<file path="src/verilog/esr_consts.vh">
`ifndef ESR_CONSTS_VH
`define ESR_CONSTS_VH
// ****************************************
// Register offsets (word indices on the plain port).
// ****************************************
`define ESR_ADDR_W 4
`define ESR_OFF_EPC 4'h0
`define ESR_OFF_SR_LEG 4'h1
`define ESR_OFF_SR_EXT 4'h2
`define ESR_OFF_CAUSE_LEG 4'h3
`define ESR_OFF_CAUSE_EXT 4'h4
`define ESR_OFF_PEND 4'h5
`define ESR_OFF_CTRL 4'h6
// ****************************************
// Field positions.
// ****************************************
`define ESR_CU_HI 31
`define ESR_CU_LO 28
`define ESR_LP_BIT 27
`define ESR_FR_BIT 26
`define ESR_RE_BIT 25
`define ESR_DS_HI 24
`define ESR_DS_LO 16
`define ESR_BEV_BIT 22
`define ESR_TS_BIT 21
`define ESR_PE_BIT 20
`define ESR_CM_BIT 19
`define ESR_PZ_BIT 18
`define ESR_SWC_BIT 17
`define ESR_ISC_BIT 16
`define ESR_IM_HI 15
`define ESR_IM_LO 8
`define ESR_ERL_BIT 2
`define ESR_EXL_BIT 1
`define ESR_IE_BIT 0
// ****************************************
// Reset values.
// ****************************************
`define ESR_RST_SR_LEG 32'h00400000
`define ESR_RST_SR_EXT 32'h00000004
`define ESR_RST_EPC 32'h00000000
// ****************************************
// Cause codes.
// ****************************************
`define ESR_EXC_INT 5'h00
`define ESR_EXC_MOD 5'h01
`define ESR_EXC_TLB_REFILL_LOAD 5'h02
`define ESR_EXC_TLB_REFILL_STORE 5'h03
`define ESR_EXC_ADEL 5'h04
`define ESR_EXC_ADDR_FAULT_STORE 5'h05
`define ESR_EXC_IBE 5'h06
`define ESR_EXC_DBE 5'h07
`define ESR_EXC_SYS 5'h08
`define ESR_EXC_BP 5'h09
`define ESR_EXC_RI 5'h0A
`define ESR_EXC_CPU 5'h0B
`define ESR_EXC_OV 5'h0C
`define ESR_EXC_TR 5'h0D
`define ESR_EXC_COHERENCY_FETCH_FAULT 5'h0E
`define ESR_EXC_FPE 5'h0F
`define ESR_EXC_WATCH 5'h17
`define ESR_EXC_COHERENCY_DATA_FAULT 5'h1F
// ****************************************
// Low-power clock divider ratio.
// ****************************************
`define ESR_LP_DIV 4'h3
`endif

</file>
<file path="src/verilog/esr_top.v">
// The address-and-strobe port and the register addresses were chosen for this implementation.
`include "esr_consts.vh"
module esr_top (
   // Clock and reset.
   input wire sys_clk,
   input wire rst,
   // Register port.
   input wire [`ESR_ADDR_W-1:0] reg_addr,
   input wire [31:0] reg_wdata,
   input wire reg_wr,
   input wire reg_rd,
   output reg [31:0] reg_rdata,
   // Exception report from the pipeline.
   input wire exc_take,
   input wire [4:0] exc_code,
   input wire [31:0] exc_pc,
   input wire exc_in_delay,
   input wire [31:0] exc_branch_pc,
   input wire return_from_exception,
   // Hardware events.
   input wire [5:0] hw_irqs,
   input wire parity_err_evt,
   input wire test_miss_evt,
   input wire test_hit_evt,
   input wire tlb_shutdown_evt,
   // Decoded controls.
   output reg irq_take,
   output reg boot_vectors,
   output reg parity_clear_force,
   output reg cache_swap,
   output reg cache_isolate,
   output reg [3:0] coproc_usable,
   output reg [5:0] fp_reg_count,
   output reg byte_swap_user,
   output reg error_level,
   output reg lp_clk_en
);
   // ****************************************
   // Functions.
   // ****************************************
   // Coprocessor usable: zero is always usable in kernel mode.
   function [3:0] cu_eff;
      input [3:0] cu;
      input user;
      begin
         cu_eff = {cu[3:1], cu[0] | ~user};
      end
   endfunction
   // Legacy code keeps the low four bits only.
   function [3:0] leg_code;
      input [4:0] c;
      begin
         leg_code = c[3:0];
      end
   endfunction
   // ****************************************
   // State.
   // ****************************************
   reg [31:0] epc_reg;
   reg [31:0] sr_leg_reg;
   reg [31:0] sr_ext_reg;
   reg [4:0] code_ext_reg;
   reg [3:0] code_leg_reg;
   reg [1:0] sw_pend_reg;
   reg [5:0] hw_s1_reg;
   reg [5:0] hw_s2_reg;
   reg [3:0] div_reg;
   reg [31:0] sr_leg_next;
   reg [31:0] sr_ext_next;
   reg [4:0] code_next;
   wire wr_leg = reg_wr && (reg_addr == `ESR_OFF_SR_LEG);
   wire wr_ext = reg_wr && (reg_addr == `ESR_OFF_SR_EXT);
   wire [7:0] pend = {hw_s2_reg, sw_pend_reg};
   // Writable bit masks; unused positions hold zero in the legacy mask, and the extended mask is all ones.
   localparam [31:0] LEG_WMASK = 32'hF047FF3F;
   // Readable bit mask; the hardware-set flags at 21 to 19 are kept; 21 and 19 are not writable, and writing a one clears 20.
   localparam [31:0] LEG_RMASK = 32'hF07FFF3F;
   localparam [31:0] EXT_WMASK = 32'hFFFFFFFF;
   // ****************************************
   // Cause code filter.
   // ****************************************
   // Reserved extended codes are replaced by the reserved-instruction code.
   always @* begin
      code_next = exc_code;
      if ((exc_code > `ESR_EXC_FPE && exc_code < `ESR_EXC_WATCH) ||
          (exc_code > `ESR_EXC_WATCH && exc_code < `ESR_EXC_COHERENCY_DATA_FAULT)) begin
         code_next = `ESR_EXC_RI;
      end
   end
   // ****************************************
   // Legacy status next value.
   // ****************************************
   always @* begin
      sr_leg_next = sr_leg_reg;
      if (wr_leg) begin
         // Direct write of stack bits and controls.
         sr_leg_next = (reg_wdata & LEG_WMASK) | (sr_leg_reg & ~LEG_WMASK);
         sr_leg_next[`ESR_PE_BIT] = sr_leg_reg[`ESR_PE_BIT] & ~reg_wdata[`ESR_PE_BIT];
         sr_leg_next[`ESR_TS_BIT] = sr_leg_reg[`ESR_TS_BIT];
         sr_leg_next[`ESR_CM_BIT] = sr_leg_reg[`ESR_CM_BIT];
      end
      if (exc_take) begin
         sr_leg_next[5:2] = sr_leg_next[3:0];
         sr_leg_next[1:0] = 2'h0;
      end else if (return_from_exception) begin
         sr_leg_next[3:0] = sr_leg_next[5:2];
      end
      // Hardware sets win over a same-cycle clear.
      if (parity_err_evt) begin
         sr_leg_next[`ESR_PE_BIT] = 1'b1;
      end
      if (tlb_shutdown_evt) begin
         sr_leg_next[`ESR_TS_BIT] = 1'b1;
      end
      if (test_miss_evt && sr_leg_reg[`ESR_ISC_BIT]) begin
         sr_leg_next[`ESR_CM_BIT] = 1'b1;
      end else if (test_hit_evt && sr_leg_reg[`ESR_ISC_BIT]) begin
         sr_leg_next[`ESR_CM_BIT] = 1'b0;
      end
      sr_leg_next = sr_leg_next & LEG_RMASK;
   end
   // ****************************************
   // Extended status next value.
   // ****************************************
   always @* begin
      sr_ext_next = sr_ext_reg;
      if (wr_ext) begin
         sr_ext_next = reg_wdata & EXT_WMASK;
      end
      if (exc_take) begin
         sr_ext_next[`ESR_EXL_BIT] = 1'b1;
      end else if (return_from_exception) begin
         if (sr_ext_next[`ESR_ERL_BIT]) begin
            sr_ext_next[`ESR_ERL_BIT] = 1'b0;
         end else begin
            sr_ext_next[`ESR_EXL_BIT] = 1'b0;
         end
      end
   end
   // ****************************************
   // Registers.
   // ****************************************
   always @(posedge sys_clk) begin
      if (rst) begin
         epc_reg <= `ESR_RST_EPC;
         sr_leg_reg <= `ESR_RST_SR_LEG;
         sr_ext_reg <= `ESR_RST_SR_EXT;
         code_ext_reg <= 5'h00;
         code_leg_reg <= 4'h0;
         sw_pend_reg <= 2'h0;
         hw_s1_reg <= 6'h00;
         hw_s2_reg <= 6'h00;
      end else begin
         sr_leg_reg <= sr_leg_next;
         sr_ext_reg <= sr_ext_next;
         hw_s1_reg <= hw_irqs;
         hw_s2_reg <= hw_s1_reg;
         if (reg_wr && reg_addr == `ESR_OFF_PEND) begin
            sw_pend_reg <= reg_wdata[1:0];
         end
         if (exc_take) begin
            epc_reg <= exc_in_delay ? exc_branch_pc : exc_pc;
            code_ext_reg <= code_next;
            code_leg_reg <= leg_code(exc_code);
         end
      end
   end
   // ****************************************
   // Low-power clock enable divider.
   // ****************************************
   always @(posedge sys_clk) begin
      if (rst) begin
         div_reg <= 4'h0;
         lp_clk_en <= 1'b0;
      end else if (!sr_ext_reg[`ESR_LP_BIT]) begin
         div_reg <= 4'h0;
         lp_clk_en <= 1'b1;
      end else if (div_reg == `ESR_LP_DIV) begin
         div_reg <= 4'h0;
         lp_clk_en <= 1'b1;
      end else begin
         div_reg <= div_reg + 4'h1;
         lp_clk_en <= 1'b0;
      end
   end
   // ****************************************
   // Decoded outputs.
   // ****************************************
   always @(posedge sys_clk) begin
      if (rst) begin
         irq_take <= 1'b0;
         boot_vectors <= 1'b1;
         parity_clear_force <= 1'b0;
         cache_swap <= 1'b0;
         cache_isolate <= 1'b0;
         coproc_usable <= 4'h1;
         fp_reg_count <= 6'h10;
         byte_swap_user <= 1'b0;
         error_level <= 1'b1;
      end else begin
         irq_take <= sr_leg_reg[0] &&
                     |(pend & sr_leg_reg[`ESR_IM_HI:`ESR_IM_LO]);
         boot_vectors <= sr_leg_reg[`ESR_BEV_BIT];
         parity_clear_force <= sr_leg_reg[`ESR_PZ_BIT];
         cache_swap <= sr_leg_reg[`ESR_SWC_BIT];
         cache_isolate <= sr_leg_reg[`ESR_ISC_BIT];
         coproc_usable <= cu_eff(sr_leg_reg[`ESR_CU_HI:`ESR_CU_LO], sr_leg_reg[1]);
         fp_reg_count <= sr_ext_reg[`ESR_FR_BIT] ? 6'h20 : 6'h10;
         byte_swap_user <= sr_ext_reg[`ESR_RE_BIT] &&
                           (sr_ext_reg[4:3] == 2'h2);
         error_level <= sr_ext_reg[`ESR_ERL_BIT];
      end
   end
   // ****************************************
   // Read port; unmapped addresses read zero.
   // ****************************************
   always @(posedge sys_clk) begin
      if (rst) begin
         reg_rdata <= 32'h00000000;
      end else if (reg_rd) begin
         case (reg_addr)
            `ESR_OFF_EPC: reg_rdata <= epc_reg;
            `ESR_OFF_SR_LEG: reg_rdata <= sr_leg_reg;
            `ESR_OFF_SR_EXT: reg_rdata <= sr_ext_reg;
            `ESR_OFF_CAUSE_LEG: reg_rdata <= {16'h0000, pend, 2'h0, code_leg_reg, 2'h0};
            `ESR_OFF_CAUSE_EXT: reg_rdata <= {16'h0000, pend, 1'b0, code_ext_reg, 2'h0};
            `ESR_OFF_PEND: reg_rdata <= {24'h000000, pend};
            default: reg_rdata <= 32'h00000000;
         endcase
      end else begin
         reg_rdata <= 32'h00000000;
      end
   end
endmodule

</file>
<file path="config.mk">
export PLATFORM = sky130hd
export DESIGN_NAME = esr_top
export DESIGN_NICKNAME = d
export VERILOG_FILES = /design/src/verilog/esr_top.v
export VERILOG_INCLUDE_DIRS = /design/src /design/src/verilog
export SDC_FILE = /design/constraint.sdc
export NUM_CORES = 1
export LEC_CHECK = 0
export BUFFER_PORTS_ARGS = -buffer_cell sky130_fd_sc_hd__buf_2
export CORE_UTILIZATION = 40
export DETAILED_ROUTE_END_ITERATION = 8
export PLACE_DENSITY = 0.7
export SLEW_MARGIN = 10
export SYNTH_ARGS = -nofsm -noshare
export SYNTH_HDL_FRONTEND = slang
export SYNTH_SLANG_ARGS = --single-unit
export TNS_END_PERCENT = 50
</file>
<file path="constraint.sdc">
create_clock -name sys_clk -period 2.1 [get_ports sys_clk]
set_clock_uncertainty 0.2 [all_clocks]
set_input_delay 0.105 -clock sys_clk [delete_from_list [all_inputs] [get_ports sys_clk]]
set_output_delay 0.105 -clock sys_clk [all_outputs]
set_load 0.03 [all_outputs]
</file>
==> out/metrics.yaml, run 1 <==
synth:
  synth_mux_area_share_pct: 8.814
  syn_area_per_cell_um2: 9.236
  synthCells: 684
  synth-xor-area-share_pct: 0.2773
  postSynth.topFlopCell: "dfxtp_1"
  synth-adder-area-share_pct: 0.1981
  syn_area_mm2: 0.006317
  synth_top_family_by_area: "simple AND/OR/NAND/NOR gates"
  yosysWarnings: 0
  synth_edf_count: 0
  yosysSeqAreaShare_pct: 51.34
  yosysUniqueCellTypes: 44
  async_flop_share_pct: 0
  synth_compound_area_share_pct: 17.33
  synth-simple-area-share_pct: 17.39
  synth_seq_cells: 162
pwr:
  switching_share_pct: 25.08
  ir_drop_uv: 654.7
  p_int_uw: 5385
  power.switching_uw: 1802
  pwr-share-comb_pct: 10.5
  p_leak_uw: 0.003764
  p_clk_share_pct: 44.6
  pwr-share-seq_pct: 44.9
  pwr_density_cell_mw_per_mm2: 781.6
  finalPower_uw: 7187
worst_setup_path:
  cp_common_cell: "dlygate4sd3_1"
  critPathKind: "input pin to flip-flop"
  crit_chain: "dlygate4sd3_1 -> buf_2 -> buf_4 -> o21a_1 -> a21oi_1 -> dlygate4sd3_1 -> nor2_1"
  crit_fanout: 40
  cpMaxStageDelayCell: "dlygate4sd3_1"
  end_kind: "flip-flop"
  critPathLaunchType: "input pin"
  r2r-start: "sr_leg_reg[16]"
  worstPathArrival_ns: 2.14
  critPathTopFamily: "buffers and inverters"
  critPathBufInv: 4
  cp-startpoint: "exc_take"
  cpPeakStageDelay_ns: 0.57
  crit_required_ns: 2.26
sta:
  setup_viol: 0
  whs_ns: 0.02024
  clock.fmax_ghz: 0.5055
  min_period_ns: 1.978
  min_period_over_period_pct: 94.21
  rsz0062_at_grt: "no"
  tightest_slew_ns: 0.5001
  worst_slack_ns: 0.1216
  slew_viol_final: 0
  hold_viol: 0
  tns_ns: 0
  slew_headroom_pct: 66.66
clock_network:
  cts_buffers: 17
  htree_levels: 4
  cts_tree: "done"
  clock_path_buffers: 2
  clockRootBuffer: "clkbuf_16"
  path_clk_slew_ns: 0.07
  clkLatencyLatePin_ns: 0.43
  clock_sink_count: 162
floorplanning:
  fp.coreArea_mm2: 0.01531
  die-area_mm2: 0.01630
  initial_core_util_pct: 41.25
  io_pins: 172
  die_w_um: 127.7
  die_h_um: 127.7
  num_rows: 45
global_routing:
  grt_overflow: 0
  grtUsageTotal_pct: 24.35
  grt_max_degree: 57
  grt_pass1_vias: 5904
  grt_pass1_wl_um: 30340
  antenna_found_initial: 0
finish:
  nets: 1076
  area.growth.synth_to_final_pct: 45.55
  final_cell_mix: "buf_2, dfxtp_1, dlygate4sd3_1"
  seqCellArea_mm2: 0.003243
  multi_input_area_mm2: 0.002813
  nFillCells: 1301
  final_common_cell: "buf_2"
  diodes: 0
  drive_gt1_share_pct: 24.95
route:
  via_per_inst: 5.096
  wl_met3_um: 1135
  route.met2.wl_um: 9637
  ant_nets: 0
  drt_wl_total_um: 19290
  firstDrtPassIters: 5
  drt_iter0_drc: 392
  highest_layer: "met4"
  m1WireLength_um: 8198
  vias: 5998
  wl_per_cell_um: 16.39
  drc: 0
min_path:
  hp-class: "input pin to flip-flop"
  hold_path.startpoint: "reg_rd"
job:
  drv_cap: 0
status:
  status: "complete, no violations"
placement:
  gp_congestion: 0.8312
  place_ws_ns: 0.1295
  hpwl_um: 11550
  portBuffers: 167
[per-layer routing]
metal,GRT usage (%),vias up
li1,-,2943
met1,29.84,2802
met2,42.33,231
met3,5.217,22
met4,8.374,0
met5,0,-
[synthesized netlist by cell type, types with 2 or more instances]
master / count / area (µm²)
o21a_1: 3 / 22.52
dfxtp_1: 162 / 3243
mux2i_1: 41 / 410.4
and2_1: 2 / 12.51
and3_1: 5 / 31.28
nand3_1: 8 / 40.04
mux4_2: 3 / 67.56
nand2b_1: 2 / 12.51
or2_2: 3 / 18.77
a222oi_1: 20 / 200.2
or3b_2: 2 / 17.52
nand2_1: 109 / 409.1
a211oi_1: 41 / 307.8
nor2b_1: 27 / 168.9
nor2_1: 74 / 277.8
clkbuf_1: 31 / 116.4
inv_1: 7 / 26.28
nand3b_1: 4 / 30.03
a221oi_1: 2 / 17.52
a2111oi_0: 2 / 17.52
a21oi_1: 62 / 310.3
o22a_1: 4 / 35.03
buf_1: 8 / 30.03
a22oi_1: 16 / 120.1
mux2_2: 7 / 78.83
o2bb2ai_1: 2 / 17.52
buf_2: 16 / 80.08
buf_4: 5 / 37.54
[final timing paths]
check	end	slack [ns]	depth (start not counted)
hold reg to reg	hw_s2_reg[1]	0.24	1
setup / recovery	code_ext_reg[0]	0.12	7
setup reg to reg	sr_leg_reg[19]	0.47	4
hold / removal	reg_rdata[30]	0.02	4
[power groups by stage]
stage                     Clock, µW  Combinational, µW  Sequential (µW)
after detailed placement          0                543             3290
after global placement            0                540             3290
final                          3210                754             3230
after global routing           3410                815             3230
after floorplan                   0                314             3280
after CTS                      3270                738             3220
[kinds of logic (layout without fill, tap and decap cells)]
| kind of cell | count (synthesis) | count (layout) |
|---|---|---|
| buf+inv | 67 | 346 |
| flops | 162 | 162 |
| simple gates | 242 | 242 |
| xor+xnor | 2 | 2 |
| fa+ha+maj | 1 | 1 |
| compound gates | 158 | 158 |
| other cells | 1 | 4 |
| mux | 51 | 51 |
[what timing repair did]
action                    in CTS  in global routing
buffers inserted               0                  0
resized for setup              0                  0
hold endpoints to repair     109                  0
hold buffers                 119                  0
[final cells by class]
cell class              count  share of cell area (%)
flip-flops and latches    162                   35.27
clock inverters            15                   2.027
inverters                   7                  0.2858
clock buffers              17                   4.626
well taps                 211                   2.871
multi-input cells         458                   30.59
repair buffers            307                   24.33
[worst register-to-register path: stages (launching register included)]
cell and delay (ns):
dfxtp_1 0.44, nand2_1 0.10, a22oi_1 0.15, dlygate4sd3_1 0.58, nor2_1 0.04
[per-stage QoR]
step / instance area [µm²] / cells / util [%]
after global placement: 7392 / 1026 / 48.27
after CTS: 9195 / 1177 / 60.04
after floorplan: 6329 / 687 / -
after global routing: 9195 / 1177 / 60.04
after detailed placement: 7392 / 1026 / 48.27
final: 9195 / 1177 / 60.04
(Power assumes the default switching activity.)
==> run 2, diff against run 1 <==
- CORE_ASPECT_RATIO: default -> 0.5
==> out/metrics.yaml, run 2 (synthesis results as in run 1) <==
finish:
  diodes: 0  # unchanged
  area.growth.synth_to_final_pct: 45.55  # unchanged
  nets: 1080  # +0.37%
  final_cell_mix: "buf_2, dfxtp_1, dlygate4sd3_1"
  final_common_cell: "buf_2"
  nFillCells: 1307  # +0.46%
  drive_gt1_share_pct: 25.05  # +0.10 points
pwr:
  pwr_density_cell_mw_per_mm2: 749.0  # -4.2%
  finalPower_uw: 6887  # -4.2%
  p_leak_uw: 0.003772  # +0.19%
  ir_drop_uv: 596.6  # -8.9%
worst_setup_path:
  worstPathArrival_ns: 2.13  # about the same
  crit_fanout: 30  # -25%
  critPathBufInv: 4  # unchanged
  cpPeakStageDelay_ns: 0.55  # -0.02 ns
  cpMaxStageDelayCell: "dlygate4sd3_1"
  rr_endpoint: "sr_leg_reg[19]"
  reg2regPathDepth: 4  # unchanged
  crit_chain: "dlygate4sd3_1 -> buf_2 -> and2_1 -> buf_12 -> nand2_1 -> a21oi_1 -> dlygate4sd3_1"
  cp_common_cell: "dlygate4sd3_1"
  end_kind: "flip-flop"
  critPathLaunchType: "input pin"
  critPathKind: "input pin to flip-flop"
  ff2ff_setup_slack_ns: 0.59  # +0.12 ns
  crit_required_ns: 2.27  # about the same
  critPathTopFamily: "buffers and inverters"
  r2r-start: "sr_leg_reg[16]"
status:
  status: "finished, violations left"
  violations: "DRC"
route:
  wl_met3_um: 1225  # +7.9%
  m1WireLength_um: 8246  # +0.59%
  firstDrtPassIters: 7  # +2
  drt_iter0_drc: 500  # +28%
  ant_nets: 0  # unchanged
  wl_per_cell_um: 15.96  # -2.6%
  drc: 7  # +7
  highest_layer: "met4"
  via_per_inst: 5.225  # +2.5%
  drt_wl_total_um: 18740  # -2.9%
  route.met2.wl_um: 8865  # -8.0%
  vias: 6134  # +2.3%
floorplanning:
  die-area_mm2: 0.01633  # +0.19%
  die_w_um: 179.7  # +41%
  die_h_um: 90.87  # -29%
  initial_core_util_pct: 40.98  # -0.27 points
  io_pins: 172  # unchanged
  fp.coreArea_mm2: 0.01541  # +0.65%
  num_rows: 32  # -29%
min_path:
  min_delay_path_depth: 4  # unchanged
  hp-class: "input pin to flip-flop"
  worstHoldEndpoint: "reg_rdata[30]"
  hold_path.startpoint: "reg_rd"
clock_network:
  clkLatencyLatePin_ns: 0.42  # about the same
  path_clk_slew_ns: 0.07  # about the same
  post_cts.repair.setup_buffers: 0  # unchanged
  clockRootBuffer: "clkbuf_16"
  clock_path_buffers: 2  # unchanged
  cts_tree: "done"
  postCtsResizedCells: 0  # unchanged
  cts_buffers: 17  # unchanged
  htree_levels: 4  # unchanged
  clock_sink_count: 162  # unchanged
sta:
  tns_ns: 0  # unchanged
  hold_viol: 0  # unchanged
  setup_viol: 0  # unchanged
  worst_slack_ns: 0.1406  # +0.01906 ns
  rsz0062_at_grt: "no"
  slew_viol_final: 0  # unchanged
  min_period_over_period_pct: 93.30  # -0.91 points
  clock.fmax_ghz: 0.5104  # +0.97%
  min_period_ns: 1.959  # -0.01906 ns
placement:
  place_ws_ns: 0.1736  # +0.04405 ns
  portBuffers: 167  # unchanged
  hpwl_um: 12040  # +4.2%
  gp_congestion: 0.8841  # +6.4%
global_routing:
  grt_pass1_wl_um: 29760  # -1.9%
  grt_overflow: 0  # unchanged
  antenna_found_initial: 0  # unchanged
  grt_max_degree: 48  # -16%
  grtUsageTotal_pct: 23.03  # -1.3 points
  grt_pass1_vias: 6049  # +2.5%
job:
  drv_cap: 0  # unchanged
==> run 2: layer usage <==
layer / GRT usage [%] / vias up
li1: - / 2949
met1: 29.94 / 2903
met2: 38.49 / 243
met3: 4.073 / 39
met4: 8.190 / 0
met5: 0 / -
==> run 2: what timing repair did <==
item                                    4_1_cts  5_1_grt
endpoints found under the setup margin        0        0
hold buffers                                121        0
hold endpoints to repair                    114        0
==> run 2: worst max-delay path by stage <==
| stage | depth (start not counted) | slack [ns] | end | from |
|---|---|---|---|---|
| 3_5_place_dp | 6 | 0.17 | sr_leg_reg[1] | reg_addr[1] |
| 5_1_grt | 7 | 0.04 | sr_ext_reg[27] | reg_wr |
| 3_3_place_gp | 6 | 0.24 | sr_leg_reg[1] | reg_addr[1] |
| 6_report | 7 | 0.14 | sr_ext_reg[27] | reg_wr |
| 4_1_cts | 7 | 0.19 | sr_ext_reg[24] | reg_wr |
| 2_1_floorplan | 6 | 0.42 | sr_leg_reg[3] | reg_addr[1] |
==> run 2: worst min-delay path, cell delays in order <==
cell	delay, ns
buf_2	0.09
nand3_1	0.06
buf_4	0.25
nor2_1	0.13
==> run 2: cell type report <==
class | count | area (µm²) | area share (%)
Clock buffer | 17 | 425.4 | 4.626
Tap cell | 204 | 255.2 | 2.776
Timing Repair Buffer | 311 | 2310 | 25.12
Sequential cell | 162 | 3243 | 35.27
Clock inverter | 15 | 122.6 | 1.334
Inverter | 7 | 26.28 | 0.2858
Multi-Input combinational cell | 458 | 2813 | 30.59
==> run 2: power by group <==
group | leakage, µW | switching, µW | internal (µW) | total [µW]
logic | 0.00218 | 345 | 415 | 760
registers | 0.00132 | 60.1 | 3170 | 3230
clock network | 0.000269 | 1350 | 1550 | 2900
total | 0.00377 | 1760 | 5130 | 6890
==> run 2: through the flow <==
| stage | util (%) | hold WS, ns | cells | area [µm²] |
|---|---|---|---|---|
| after floorplan | - | 0.02082 | 687 | 6329 |
| after detailed placement | 48.24 | 0.1173 | 1021 | 7436 |
| after global routing | 59.65 | 0.07457 | 1174 | 9195 |
| after CTS | 59.65 | 0.05058 | 1174 | 9195 |
| final | 59.65 | 0.07299 | 1174 | 9195 |
| after global placement | 48.24 | 0.1074 | 1021 | 7436 |
